===== src/include/isr_pkg.sv =====
package isr_pkg;
    // register map
    localparam logic [7:0] STATUS_OFFSET = 8'h25;
    localparam logic [7:0] STATUS_RESET = 8'h00;
    // status bit positions
    localparam int POS_PIN_CHANGE = 7;
    localparam int POS_WATCHDOG = 6;
    localparam int POS_ADDR_MATCH = 5;
    localparam int POS_FLOW_CHAR = 4;
    localparam int POS_TIMER = 3;
    localparam int POS_BREAK = 2;
    localparam int POS_RX_LEVEL = 1;
    localparam int POS_TX_SPACE = 0;
    // command register: bit 5 is a don't-care for every command
    localparam logic [5:0] CMD_CARE = 6'h1f;
    localparam logic [5:0] CMD_RESET_ADDR_MATCH = 6'h1b;
    // mode fields
    localparam int RX_FILL_LSB = 2;
    localparam int TX_FILL_LSB = 4;
    // receiver idle watchdog limit in bit times
    localparam int WATCHDOG_BITS = 64;
    // queue depth
    localparam int QUEUE_DEPTH = 256;
endpackage


===== src/hdl/idle_watchdog.sv =====
`timescale 1ns/1ns
module idle_watchdog
    import isr_pkg::*;
#(
    parameter int LIMIT = WATCHDOG_BITS
) (
    // clock, reset, enable
    input wire logic clk,
    input wire logic rst_n,
    input wire logic ce,
    // bit-time tick and restart
    input wire logic bit_tick,
    input wire logic restart,
    // one-cycle pulse when the idle count passes the limit
    output logic expired
);
    localparam int CW = $clog2(LIMIT + 2);
    localparam logic [CW-1:0] TRIP = CW'(LIMIT + 1);

    logic [CW-1:0] count_q; // bit times since last queue event
    logic expired_q; // registered timeout pulse

    // count saturates at the trip value so it fires only once per idle spell
    always_ff @(posedge clk) begin
        if (!rst_n) begin
            count_q <= '0;
        end else if (ce) begin
            if (restart) begin
                count_q <= '0; // restart wins over a tick in the same cycle
            end else if (bit_tick && count_q != TRIP) begin
                count_q <= count_q + CW'(1);
            end
        end
    end

    // pulse on the tick that takes the count above the limit
    always_ff @(posedge clk) begin
        if (!rst_n) begin
            expired_q <= 1'b0;
        end else if (ce) begin
            expired_q <= !restart && bit_tick && (count_q == TRIP - CW'(1));
        end
    end

    assign expired = expired_q;
endmodule // idle_watchdog


===== src/hdl/uart_interrupt_status.sv =====
// Summary of operation
// RULE1: arbitration request when status and mask set
// RULE2: masked bits never touch interrupt request
// RULE3: config bit 0 selects raw or masked read
// RULE4: pin change sets bit 7, port read clears
// RULE5: watchdog over 64 bit times sets bit 6
// RULE6: queue reads or loads restart watchdog
// RULE7: queue reads clear bit 6
// RULE8: address match sets bit 5
// RULE9: reset address command clears bit 5
// RULE10: flow character received sets bit 4
// RULE11: flow status read clears bit 4
// RULE12: timer expiry or zero pass sets bit 3
// RULE13: stop timer command clears bit 3
// RULE14: break start or end sets bit 2
// RULE15: reset break command clears bit 2
// RULE16: bit 1 high while rx level meets threshold
// RULE17: bit 0 high while tx level below trigger
// RULE18: status read itself clears nothing
`timescale 1ns/1ns
module uart_interrupt_status
    import isr_pkg::*;
#(
    parameter int DEPTH = QUEUE_DEPTH,
    parameter logic [5:0] CMD_STOP_TIMER = 6'h0c, // arbitrary default
    parameter logic [5:0] CMD_RESET_BREAK = 6'h05 // arbitrary default
) (
    // clock, reset, enable
    input wire logic clk,
    input wire logic rst_n,
    input wire logic ce,
    // host register read port
    input wire logic reg_rd,
    input wire logic [7:0] reg_addr,
    output logic [7:0] reg_rdata,
    output logic reg_rvalid,
    // host side effects from neighbouring registers
    input wire logic input_port_value_rd,
    input wire logic receive_queue_rd,
    input wire logic global_receive_queue_rd,
    input wire logic flow_char_status_rd,
    input wire logic command_register_wr,
    input wire logic [5:0] command_register_code,
    // configuration
    input wire logic [7:0] interrupt_mask,
    input wire logic global_chip_config0,
    input wire logic [7:0] mode_reg_zero,
    input wire logic [7:0] mode_reg_two,
    // event sources
    input wire logic input_pin_one,
    input wire logic input_pin_zero,
    input wire logic bit_tick,
    input wire logic rx_char_loaded,
    input wire logic addr_match_event,
    input wire logic flow_char_event,
    input wire logic timer_event,
    input wire logic break_change_event,
    input wire logic [$clog2(DEPTH+1)-1:0] rx_level,
    input wire logic [$clog2(DEPTH+1)-1:0] tx_level,
    // interrupt outputs
    output logic [7:0] arb_request,
    output logic interrupt_request_n
);
    localparam int LW = $clog2(DEPTH + 1);
    localparam logic [LW-1:0] LVL_ONE = LW'(1);
    localparam logic [LW-1:0] LVL_HALF = LW'(DEPTH / 2);
    localparam logic [LW-1:0] LVL_3Q = LW'((DEPTH * 3) / 4);
    localparam logic [LW-1:0] LVL_FULL = LW'(DEPTH);
    localparam logic [LW-1:0] LVL_1Q = LW'(DEPTH / 4);

    logic [7:0] status_q; // interrupt status bits
    logic [7:0] set_ev; // per-bit set events
    logic [7:0] clr_ev; // per-bit clear events
    logic [1:0] pins_q; // last sampled input pins
    logic pins_valid_q; // pins_q holds a real sample
    logic wd_expired; // watchdog timeout pulse
    logic wd_restart; // receive-queue event
    logic rx_queue_read; // either receive queue read
    logic [5:0] cmd_care; // command code, don't-care bit dropped
    logic [LW-1:0] rx_thresh; // selected receive threshold
    logic [LW-1:0] tx_trigger; // selected transmit trigger
    logic rx_level_hit; // receive level at or above threshold
    logic tx_space_hit; // transmit level below trigger
    logic [7:0] armed; // status gated by mask
    logic [7:0] read_view; // value a status read returns
    logic [7:0] rdata_q; // read data register
    logic rvalid_q; // read data valid pulse
    logic irq_n_q; // registered interrupt request

    assign rx_queue_read = receive_queue_rd | global_receive_queue_rd;
    assign wd_restart = rx_queue_read | rx_char_loaded; // [RULE6]
    assign cmd_care = command_register_code & CMD_CARE;

    // receiver idle watchdog
    idle_watchdog #(
        .LIMIT(WATCHDOG_BITS)
    ) u_watchdog (
        .clk(clk),
        .rst_n(rst_n),
        .ce(ce),
        .bit_tick(bit_tick),
        .restart(wd_restart),
        .expired(wd_expired) // [RULE5]
    );

    // pin history; the first sample after reset only primes it,
    // so a pin sitting high out of reset is not taken as a change
    always_ff @(posedge clk) begin
        if (!rst_n) begin
            pins_q <= 2'h0;
            pins_valid_q <= 1'b0;
        end else if (ce) begin
            pins_q <= {input_pin_one, input_pin_zero};
            pins_valid_q <= 1'b1;
        end
    end

    // set conditions of the sticky bits
    always_comb begin
        set_ev = 8'h00;
        set_ev[POS_PIN_CHANGE] = pins_valid_q &&
            (pins_q != {input_pin_one, input_pin_zero}); // [RULE4]
        set_ev[POS_WATCHDOG] = wd_expired; // [RULE5]
        set_ev[POS_ADDR_MATCH] = addr_match_event; // [RULE8]
        set_ev[POS_FLOW_CHAR] = flow_char_event; // [RULE10]
        set_ev[POS_TIMER] = timer_event; // [RULE12]
        set_ev[POS_BREAK] = break_change_event; // [RULE14]
    end

    // clear side effects; a status read appears nowhere here
    always_comb begin
        clr_ev = 8'h00; // [RULE18]
        clr_ev[POS_PIN_CHANGE] = input_port_value_rd; // [RULE4]
        clr_ev[POS_WATCHDOG] = rx_queue_read; // [RULE7]
        clr_ev[POS_ADDR_MATCH] = command_register_wr &&
            (cmd_care == (CMD_RESET_ADDR_MATCH & CMD_CARE)); // [RULE9]
        clr_ev[POS_FLOW_CHAR] = flow_char_status_rd; // [RULE11]
        clr_ev[POS_TIMER] = command_register_wr &&
            (cmd_care == (CMD_STOP_TIMER & CMD_CARE)); // [RULE13]
        clr_ev[POS_BREAK] = command_register_wr &&
            (cmd_care == (CMD_RESET_BREAK & CMD_CARE)); // [RULE15]
    end

    // receive threshold select: ready, half, three quarters, full
    always_comb begin
        case (mode_reg_two[RX_FILL_LSB +: 2])
            2'h0: rx_thresh = LVL_ONE;
            2'h1: rx_thresh = LVL_HALF;
            2'h2: rx_thresh = LVL_3Q;
            2'h3: rx_thresh = LVL_FULL;
            default: rx_thresh = LVL_ONE;
        endcase
    end

    // transmit trigger select: default waits for a fully empty queue
    always_comb begin
        case (mode_reg_zero[TX_FILL_LSB +: 2])
            2'h0: tx_trigger = LVL_ONE;
            2'h1: tx_trigger = LVL_1Q;
            2'h2: tx_trigger = LVL_HALF;
            2'h3: tx_trigger = LVL_3Q;
            default: tx_trigger = LVL_ONE;
        endcase
    end

    // level bits; an empty receive queue never meets a threshold of one
    assign rx_level_hit = rx_level >= rx_thresh; // [RULE16]
    assign tx_space_hit = tx_level < tx_trigger; // [RULE17]

    // sticky bits, one per generated slice; set beats a same-cycle clear
    genvar gi;
    generate
        for (gi = POS_BREAK; gi <= POS_PIN_CHANGE; gi++) begin : g_sticky
            always_ff @(posedge clk) begin
                if (!rst_n) begin
                    status_q[gi] <= STATUS_RESET[gi];
                end else if (ce) begin
                    status_q[gi] <= set_ev[gi] | (status_q[gi] & ~clr_ev[gi]);
                end
            end
        end
    endgenerate

    // level-following bits, resampled every cycle in which ce is high
    always_ff @(posedge clk) begin
        if (!rst_n) begin
            status_q[POS_RX_LEVEL] <= STATUS_RESET[POS_RX_LEVEL];
            status_q[POS_TX_SPACE] <= STATUS_RESET[POS_TX_SPACE];
        end else if (ce) begin
            status_q[POS_RX_LEVEL] <= rx_level_hit; // [RULE16]
            status_q[POS_TX_SPACE] <= tx_space_hit; // [RULE17]
        end
    end

    // only bits that are both set and enabled reach arbitration
    assign armed = status_q & interrupt_mask; // [RULE1]
    assign arb_request = armed; // [RULE1]

    // request is built from armed bits only, so a zero mask bit has no say
    always_ff @(posedge clk) begin
        if (!rst_n) begin
            irq_n_q <= 1'b1;
        end else if (ce) begin
            irq_n_q <= ~(|armed); // [RULE2]
        end
    end
    assign interrupt_request_n = irq_n_q;

    // read view chosen by the global config bit
    assign read_view = global_chip_config0 ? armed : status_q; // [RULE3]

    // read port; unmapped addresses answer zero
    always_ff @(posedge clk) begin
        if (!rst_n) begin
            rdata_q <= 8'h00;
            rvalid_q <= 1'b0;
        end else if (ce) begin
            rvalid_q <= reg_rd;
            if (reg_rd) begin
                rdata_q <= (reg_addr == STATUS_OFFSET) ? read_view : 8'h00; // [RULE3]
            end
        end
    end
    assign reg_rdata = rdata_q;
    assign reg_rvalid = rvalid_q;
endmodule // uart_interrupt_status


===== config.mk =====
export PLATFORM = sky130hd
export DESIGN_NAME = uart_interrupt_status
export DESIGN_NICKNAME = d
export VERILOG_FILES = /design/src/include/isr_pkg.sv /design/src/hdl/idle_watchdog.sv /design/src/hdl/uart_interrupt_status.sv
export SDC_FILE = /design/constraint.sdc
export NUM_CORES = 1
export LEC_CHECK = 0
export BUFFER_PORTS_ARGS = -buffer_cell sky130_fd_sc_hd__buf_2
export CORE_MARGIN = 2
export CORE_UTILIZATION = 30
export DETAILED_ROUTE_END_ITERATION = 12
export GPL_TIMING_DRIVEN = 0
export PLACE_DENSITY = 0.67
export SYNTH_ARGS = -nofsm -noshare
export SYNTH_HDL_FRONTEND = slang
export SYNTH_SLANG_ARGS = --single-unit

===== constraint.sdc =====
create_clock -name clk -period 1.2 [get_ports clk]
set_input_delay 0.12 -clock clk [delete_from_list [all_inputs] [get_ports clk]]
set_output_delay 0.12 -clock clk [all_outputs]
set_load 0.02 [all_outputs]

==> impl_metrics.yaml, run 1 <==
grt:
  antenna_found_initial: 0
  grt_util_all_layers_pct: 14.2
  overflow: 0
  grt_pass1_vias: 1579
  grt_max_degree: 11
  grt_pass1_wl_mm: 6.93
clock_tree:
  cts_tree: "done"
  worstSkewPairLatency_ns: 0.28
  clkSinkCount: 29
  cts_buffers: 5
  htreeDepth: 2
  clockBufferDepth: 2
  cts-root-buf: "clkbuf_8"
  clkTransAtPathRegs_ns: 0.06
  ctsHoldBuffers: 0
synthesis:
  yosysTopAreaCell: "dfxtp_1"
  synth_cells: 201
  synth_edf_count: 0
  synth-seq-cells: 29
  synth_area_leaders: "dfxtp_1 (35%), ha_1 (9.1%), o21ai_0 (7.6%), and2_1 (7.2%), nand2_1 (6.1%)"
  synth_top_area_share_pct: 35.2
  synth_area_um2: 1650
  yosysWarnings: 0
  async_reset_ff_share_pct: 0
  syn_nets: 287
  syn_area_per_cell_um2: 8.22
  ys_types: 39
  yosysSeqAreaShare_pct: 35.2
  synth_flop_cell: "dfxtp_1"
final_layout:
  nets: 379
  drive_above_1_share_pct: 40.8
  finalNonFillerCells: 366
  area.growth.synth_to_final_pct: 45.2
  antenna_cells: 0
  utilization_pct: 44.4
timing:
  fmax_ghz: 0.758
  fin_skew_ns: 0.00572
  report.final.slew_viol_count: 0
  setup_viol: 7
  fin_ws_ns: -0.119
  finalHoldViolCount: 0
  post-route-min-period_ns: 1.32
  hold_ws_ns: 0.0992
  worst_pin_slew_ns: 0.576
  period_share_pct: 110
  slew_headroom_pct: 61.3
  rsz0062_at_grt: "yes"
min_path:
  hold_end: "status_q[2]"
  hold_depth: 3
  holdCritPathClass: "primary input to flop"
  hold_start: "break_change_event"
outcome:
  status: "complete, but fails checks"
  violations: "negative setup slack"
placed_design:
  io_buffers: 77
  post-place-ws_ns: -0.213
  place_hpwl_mm: 3.43
  dp.cells: 350
  gp_congestion: 0.773
worst_setup_path:
  cp-start-kind: "flop"
  worst_ep_arrival_time_ns: 1.53
  r2r_slack_ns: -0.12
  cp.required_ns: 1.41
  rr_startpoint: "u_watchdog.count_q[1]"
  reg2regPathDepth: 6
  crit_path_end_kind: "flop"
  worst-path-max-fanout: 3
  r2r-end: "u_watchdog.count_q[2]"
  critPathKind: "flop to flop"
power_and_ir_drop:
  p_sw_mw: 0.556
  total_power_mw: 2.11
  comb_power_share_pct: 16.7
  p_int_mw: 1.55
  p_leak_nw: 1.05
  power_density_nw_per_um2: 880
  netSwitchingFraction_pct: 26.4
  p_seq_share_pct: 47.6
  peakVddDrop_mv: 0.336
  p_clk_share_pct: 35.7
routing:
  wl_met2_mm: 2.12
  postRouteWirelength_mm: 4.43
  met1_length_mm: 1.90
  routed-via-count: 1737
  viasPerCell: 4.75
  route.met3.wl_um: 333
  route.detailed.drc: 0
  ant_nets: 0
  drtIter0Drc: 33
  first_pass_iters: 4
  top_layer_used: "met4"
  wl_per_cell_um: 12.1
floorplan:
  dieArea_um2: 6110
  die_h_um: 78.2
  row_count: 27
  io_pins: 92
  die_w_um: 78.2
  start_util_pct: 30.6
  coreArea_um2: 5410
flow_run:
  maxCapViolCount: 0
[sequential cells by signal, indices dropped and copies added (netlist names)]
signal / cells
interrupt_request_n: 1
pins_q: 2
pins_valid_q: 1
reg_rdata: 8
reg_rvalid: 1
status_q: 8
u_watchdog.count_q: 7
u_watchdog.expired: 1
[critical path, stage by stage (launching register included)]
cell and delay [ns]:
dfxtp_2 0.35, inv_2 0.06, ha_4 0.14, and2_4 0.17
a211oi_4 0.24, and3b_1 0.20, o21a_1 0.10
[worst max-delay path by stage]
stage	startpoint	end	slack [ns]
finish	u_watchdog.count_q[1]	u_watchdog.count_q[2]	-0.12
global route	u_watchdog.count_q[1]	u_watchdog.count_q[4]	-0.19
CTS	u_watchdog.count_q[1]	u_watchdog.count_q[2]	-0.11
detailed placement	mode_reg_two[3]	status_q[1]	-0.21
global placement	mode_reg_two[3]	status_q[1]	-0.17
floorplan	u_watchdog.count_q[5]	u_watchdog.count_q[2]	-0.03
[stage by stage]
| stage | TNS, ns | instance area (um2) |
|---|---|---|
| 3_3_place_gp | -1.23 | 2160 |
| 5_1_grt | -1.15 | 2400 |
| 6_report | -0.584 | 2400 |
| 2_1_floorplan | -0.0283 | 1680 |
| 4_1_cts | -0.466 | 2320 |
| 3_5_place_dp | -1.14 | 2160 |
[layer usage]
| layer | vias up | global-route usage (%) |
|---|---|---|
| met3 | 7 | 4.25 |
| met4 | 0 | 5.44 |
| met5 | - | 0 |
| met1 | 780 | 17.3 |
| li1 | 890 | - |
| met2 | 60 | 23.4 |
[kinds of logic after synthesis]
group,count (synthesis),synth area share [%]
AND/OR/NAND/NOR,87,29.8
AO/OA/AOI/OAI,49,18.3
flip-flops,29,35.2
buffers and inverters,18,4.39
adder cells (fa/ha/maj),12,9.09
XOR/XNOR,4,2.12
multiplexers,2,1.21
[Yosys cell counts, types with 2 or more instances]
cell type,count
a22oi_1,2
dfxtp_1,29
nor4b_1,2
xor2_1,2
nand2_1,27
nand3_1,4
and2_1,19
nand4_1,5
or3_1,2
a21oi_1,4
inv_1,12
nand2b_1,4
nor2_1,7
o21a_1,2
clkbuf_1,4
nor4_1,3
mux2i_1,2
o2bb2ai_1,2
xnor2_1,2
a21boi_0,6
a31oi_1,2
o21ai_0,25
nor2b_1,4
ha_1,12
nor3_1,4
[power groups by stage]
stage / Sequential, mW / Combinational (mW) / Clock (mW)
after floorplan: 1.03 / 0.166 / 0
after global placement: 1.03 / 0.333 / 0
after detailed placement: 1.03 / 0.341 / 0
after CTS: 1.01 / 0.347 / 0.780
after global routing: 1.01 / 0.401 / 0.832
final: 1.00 / 0.351 / 0.754
[cell type report]
class | instances | area, um2
flip-flops and latches | 29 | 594
clock inverters | 2 | 10.0
inverters | 12 | 45.0
clock buffers | 6 | 72.6
multi-input cells | 154 | 1100
plain buffers | 6 | 27.5
well taps | 72 | 90.1
fillers | 570 | 3010
repair buffers | 85 | 453
[placed cells by master (no fill, tap or decap), types with 2 or more instances in the layout]
cell       instances
a21boi_0           6
a21oi_2            3
a22oi_1            2
a31oi_1            2
and2_1            18
buf_2             78
buf_4              7
buf_6              2
clkbuf_1           5
clkbuf_8           5
clkinv_2           2
dfxtp_1           24
dfxtp_2            2
dfxtp_4            3
ha_1               7
ha_4               4
inv_1             11
mux2i_1            2
nand2_1           26
nand2b_1           4
nand3_1            4
nand4_1            5
nor2_1             7
nor2b_1            4
nor3_1             3
nor4_1             2
nor4_2             2
o21a_1             2
o21ai_0           23
o21ai_1            2
o2bb2ai_1          2
or3_4              2
xnor2_1            2
xor2_1             2
[timing repair]
item | CTS | global route
pin swaps | 6 | 7
buffers inserted | 5 | 3
gates resized for setup | 10 | 13
cloned | 0 | 0
setup endpoints to repair | 6 | 10
(Power assumes the default switching activity.)
==> run 2: changes to the inputs <==
- PLACE_DENSITY: 0.67 -> 0.65
- SKIP_LAST_GASP: unset -> 1
- clock period: 1.2 -> 1.33 ns (I/O delays scaled with it)
==> run 2 against run 1 <==
Against the previous run: the run now ends clean; via count shrank 4.0%; critical path type unchanged; setup slack improved by 0.13 ns; largest cell class unchanged; non-clock buffer count is 6 lower; largest power group is now the clock network; first-iteration DRC count increased by 130%; sequential share of layout area increased by 0.63 points; final cell count shrank 1.6%; register-to-register slack better by 0.13 ns; power is 2.1% higher; routed wire length shrank 4.7%; clock skew increased by 0.0015 ns; sequential power is 9% lower; global-route usage up 0.22 points.
==> impl_metrics.yaml, run 2 (synthesis gave the netlist of run 1 again) <==
routing:
  ant_nets: 0
  drtIter0Drc: 76
  route.detailed.drc: 0
  postRouteWirelength_mm: 4.22
  first_pass_iters: 5
  wl_per_cell_um: 11.7
  viasPerCell: 4.63
  routed-via-count: 1668
placed_design:
  io_buffers: 77
  place_hpwl_mm: 3.35
  gp_congestion: 0.792
  dp.cells: 350
  post-place-ws_ns: -0.203
floorplan:
  start_util_pct: 30.6
  dieArea_um2: 6110
  row_count: 27
  coreArea_um2: 5410
  io_pins: 92
  die_h_um: 78.2
  die_w_um: 78.2
clock_tree:
  cts_tree: "done"
  clkSinkCount: 29
  ctsHoldBuffers: 0
  clockBufferDepth: 2
  clkTransAtPathRegs_ns: 0.07
  cts_buffers: 5
  worstSkewPairLatency_ns: 0.28
  htreeDepth: 2
  cts-root-buf: "clkbuf_8"
worst_setup_path:
  reg2regPathDepth: 4
  r2r_slack_ns: 0.007
  rr_startpoint: "u_watchdog.count_q[5]"
  r2r-end: "u_watchdog.count_q[2]"
  worst_ep_arrival_time_ns: 1.49
  cp.required_ns: 1.50
  critPathKind: "flop to flop"
  cp-start-kind: "flop"
  crit_path_end_kind: "flop"
  worst-path-max-fanout: 4
timing:
  report.final.slew_viol_count: 0
  rsz0062_at_grt: "yes"
  period_share_pct: 99.5
  fin_skew_ns: 0.00718
  fmax_ghz: 0.756
  slew_headroom_pct: 65.6
  finalHoldViolCount: 0
  worst_pin_slew_ns: 0.512
  fin_ws_ns: 0.00650
  setup_viol: 0
  post-route-min-period_ns: 1.32
min_path:
  hold_depth: 3
  hold_end: "status_q[5]"
  hold_start: "addr_match_event"
  holdCritPathClass: "primary input to flop"
grt:
  grt_pass1_wl_mm: 7.11
  overflow: 0
  grt_pass1_vias: 1655
  grt_util_all_layers_pct: 14.4
  antenna_found_initial: 0
  grt_max_degree: 11
power_and_ir_drop:
  total_power_mw: 2.15
  p_leak_nw: 1.03
  peakVddDrop_mv: 0.319
  power_density_nw_per_um2: 930
final_layout:
  drive_above_1_share_pct: 36.1
  area.growth.synth_to_final_pct: 40.1
  utilization_pct: 42.8
  nets: 373
  finalNonFillerCells: 360
  final_common_cell: "buf_2"
  antenna_cells: 0
  final_cell_mix: "buf_2 (78), nand2_1 (27), dfxtp_1 (25), o21ai_0 (24), and2_1 (18)"
outcome:
  status: "finished clean"
flow_run:
  maxCapViolCount: 0
## run 2: cell count changes in the layout (fill, tap and decap cells not counted), moves of 3 or more
| cell | change |
|---|---|
| a21oi_2 | -3 |
| ha_1 | +3 |
| a21oi_1 | +3 |
| ha_4 | -3 |
| buf_4 | -4 |
## run 2: report_power, final
group / switching (mW) / internal (mW) / total, mW
Sequential: 0.0156 / 0.892 / 0.908
Combinational: 0.160 / 0.143 / 0.303
Clock: 0.333 / 0.608 / 0.942
## run 2: layout make-up
cell class              count  area (um2)
clock buffers               6        82.6
inverters                  12        45.0
clock inverters             2        37.5
well taps                  72        90.1
multi-input cells         154        1040
repair buffers             79         400
fillers                   562        3090
flip-flops and latches     29         588
plain buffers               6        27.5
## run 2: what timing repair did
action	4_1_cts	5_1_grt
resized for setup	4	10
setup endpoints to repair	4	7
setup buffers	1	1
pin swaps	2	6
gates cloned	0	0
## run 2: critical path, cell delays in order, from the launching register on
cell and delay [ns]:
dfxtp_2 0.34, nor4_4 0.40, a211oi_4 0.13, and3b_1 0.19
o21a_1 0.16
## run 2: worst max path at each step
stage,from,end,slack [ns],cells after the start
2_1_floorplan,u_watchdog.count_q[1],u_watchdog.count_q[2],0.03,6
3_3_place_gp,mode_reg_two[2],status_q[1],-0.19,8
3_5_place_dp,mode_reg_two[2],status_q[1],-0.20,8
4_1_cts,u_watchdog.count_q[2],u_watchdog.count_q[2],0.003,4
5_1_grt,u_watchdog.count_q[5],u_watchdog.count_q[2],-0.06,4
6_report,u_watchdog.count_q[5],u_watchdog.count_q[2],0.007,4
## run 2: per-layer routing
metal | routed length, um | track usage (%) | part of all wire [%] | vias to the layer above
met3 | 335 | 3.22 | 7.9 | 5
met5 | 0 | 0 | 0 | -
met4 | 59 | 6.14 | 1.4 | 0
met1 | 1840 | 17.3 | 43 | 732
met2 | 1990 | 24.7 | 47 | 55
li1 | - | - | - | 876
## run 2: per-stage QoR
stage	TNS, ns	hold WS [ns]	cell area [um2]
5_1_grt	-0.220	0.139	2310
3_3_place_gp	-0.393	0.402	2130
6_report	0	0.108	2310
2_1_floorplan	0	0.286	1650
3_5_place_dp	-0.467	0.410	2130
4_1_cts	0	0.109	2260
==> run 3: changes to the inputs <==
- CTS_CLUSTER_SIZE: unset -> 28
- PLACE_DENSITY: 0.65 -> unset
- PLACE_DENSITY_LB_ADDON: unset -> 0.2
==> run 3 against run 2 <==
Against the previous run: via count fell by 0.12%; sequential share of layout area up 0.14 points; flip-flop and latch count is the same; routed wire length rose by 1.6%; clock skew down 0.0031 ns; first-iteration DRC count shrank 24%; clock-buffer cell count shrank 1; register-to-register slack worse by 0.06 ns; the flow now finishes with violations (negative setup slack).
==> impl_metrics.yaml, run 3 (synthesis gave the netlist of run 1 again) <==
placed_design:
  place_hpwl_mm: 3.39
  io_buffers: 77
  gp_congestion: 0.795
  place_area_um2: 2130
worst_setup_path:
  cp.buffers_inverters: 0
  crit_path_end_kind: "flop"
  worst-path-max-fanout: 4
  crit_top_cell: "a21oi_1"
  critPathTopFamily: "compound AO/OA/AOI/OAI gates"
  cp-start-kind: "flop"
  worst_ep_arrival_time_ns: 1.56
  critPathKind: "flop to flop"
  path_cells: "ha_2, and2_4, a21oi_1, a21oi_1, o21a_1"
  critPathMaxStageDelay_ns: 0.37
  cpMaxStageDelayCell: "dfxtp_4"
  cp.required_ns: 1.51
clock_tree:
  cts_tree: "done"
  htreeDepth: 2
  cts_buffers: 5
  cts-root-buf: "clkbuf_8"
  clockBufferDepth: 2
  clkSinkCount: 29
  ctsHoldBuffers: 0
  worstSkewPairLatency_ns: 0.28
  clkTransAtPathRegs_ns: 0.07
timing:
  slew_headroom_pct: 66.0
  finalHoldViolCount: 0
  post-route-min-period_ns: 1.38
  fmax_ghz: 0.725
  worst_pin_slew_ns: 0.506
  period_share_pct: 104
  rsz0062_at_grt: "yes"
  report.final.slew_viol_count: 0
  fin_setup_tns_ns: -0.0731
  fin_skew_ns: 0.00408
  fin_ws_ns: -0.0503
  setup_viol: 3
final_layout:
  final_cell_mix: "buf_2 (78), nand2_1 (27), o21ai_0 (25), dfxtp_1 (25), and2_1 (17)"
  nets: 375
  drive_above_1_share_pct: 37.2
  layout.area.seq_um2: 588
  antenna_cells: 0
  area.growth.synth_to_final_pct: 39.3
  final_common_cell: "buf_2"
  final_area_um2: 2300
  multi_input_area_um2: 1040
  final.fill_count: 577
floorplan:
  row_count: 27
  die_h_um: 78.2
  io_pins: 92
  dieArea_um2: 6110
  die_w_um: 78.2
  coreArea_um2: 5410
  start_util_pct: 30.6
grt:
  grt_max_degree: 11
  antenna_found_initial: 0
  overflow: 0
  grt_pass1_vias: 1591
  grt_pass1_wl_mm: 7.02
  grt_util_all_layers_pct: 14.4
routing:
  first_pass_iters: 4
  drtIter0Drc: 58
  ant_nets: 0
  viasPerCell: 4.60
  postRouteWirelength_mm: 4.29
  routed-via-count: 1666
  wl_per_cell_um: 11.9
  route.detailed.drc: 0
min_path:
  holdCritPathClass: "primary input to flop"
power_and_ir_drop:
  p_leak_nw: 1.03
  power_density_nw_per_um2: 837
  peakVddDrop_mv: 0.405
outcome:
  status: "complete, but fails checks"
  violations: "negative setup slack"
flow_run:
  maxCapViolCount: 0
==> run 3: cell types whose count changed in the layout (fill, tap and decap cells not counted), sizes merged <==
cell	previous run	this run
buf	81	83
clkinv	0	2
bufinv	1	0
clkbuf	10	9
==> run 3: power by group <==
part	internal [mW]	switching [mW]	leakage (nW)	total [mW]
clock network	0.360	0.357	0.0439	0.717
logic	0.142	0.157	0.745	0.299
registers	0.892	0.0163	0.239	0.909
total	1.39	0.531	1.03	1.93
==> run 3: stage by stage <==
stage	hold WS, ns	power, mW	util, %	setup slack [ns]	cells
finish	0.106	1.93	42.6	-0.0503	362
global route	0.127	2.03	42.6	-0.0916	362
floorplan	0.286	1.07	-	0.0269	201
global placement	0.398	1.22	39.4	-0.170	350
CTS	0.105	1.95	41.4	0.000800	359
detailed placement	0.408	1.23	39.4	-0.190	350
==> run 3: cell type report <==
class,instances,share of cell area (%)
multi-input cells,154,45.4
flip-flops and latches,29,25.6
repair buffers,81,18.2
well taps,72,3.92
clock buffers,5,2.99
inverters,12,1.96
plain buffers,6,1.20
clock inverters,3,0.761
==> run 3: worst reg2reg max path, delay by kind of cell, from the launching register on <==
family          cells  cell delay (ns)
compound gates      3             0.58
flops               1             0.37
fa+ha+maj           1             0.17
simple gates        1             0.16
==> run 3: final timing paths <==
check / slack [ns] / endpoint / cells past startpoint / start
max: -0.05 / u_watchdog.count_q[2] / 5 / u_watchdog.count_q[0]
min: 0.11 / status_q[5] / 3 / addr_match_event
max reg2reg: -0.05 / u_watchdog.count_q[2] / 5 / u_watchdog.count_q[0]
min reg2reg: 0.46 / pins_valid_q / 1 / pins_valid_q
==> run 3: layer usage <==
layer	vias to the layer above	GRT usage [%]	share of wire [%]
met1	726	17.7	46
met5	-	0	0
met2	56	23.7	46
met4	0	5.79	1.8
li1	879	-	-
met3	5	3.91	6.3
==> run 3: repair_timing <==
item | CTS | global route
endpoints found under the setup margin | 5 | 6
setup buffers | 1 | 3
resized for setup | 6 | 10
pin swaps | 3 | 6
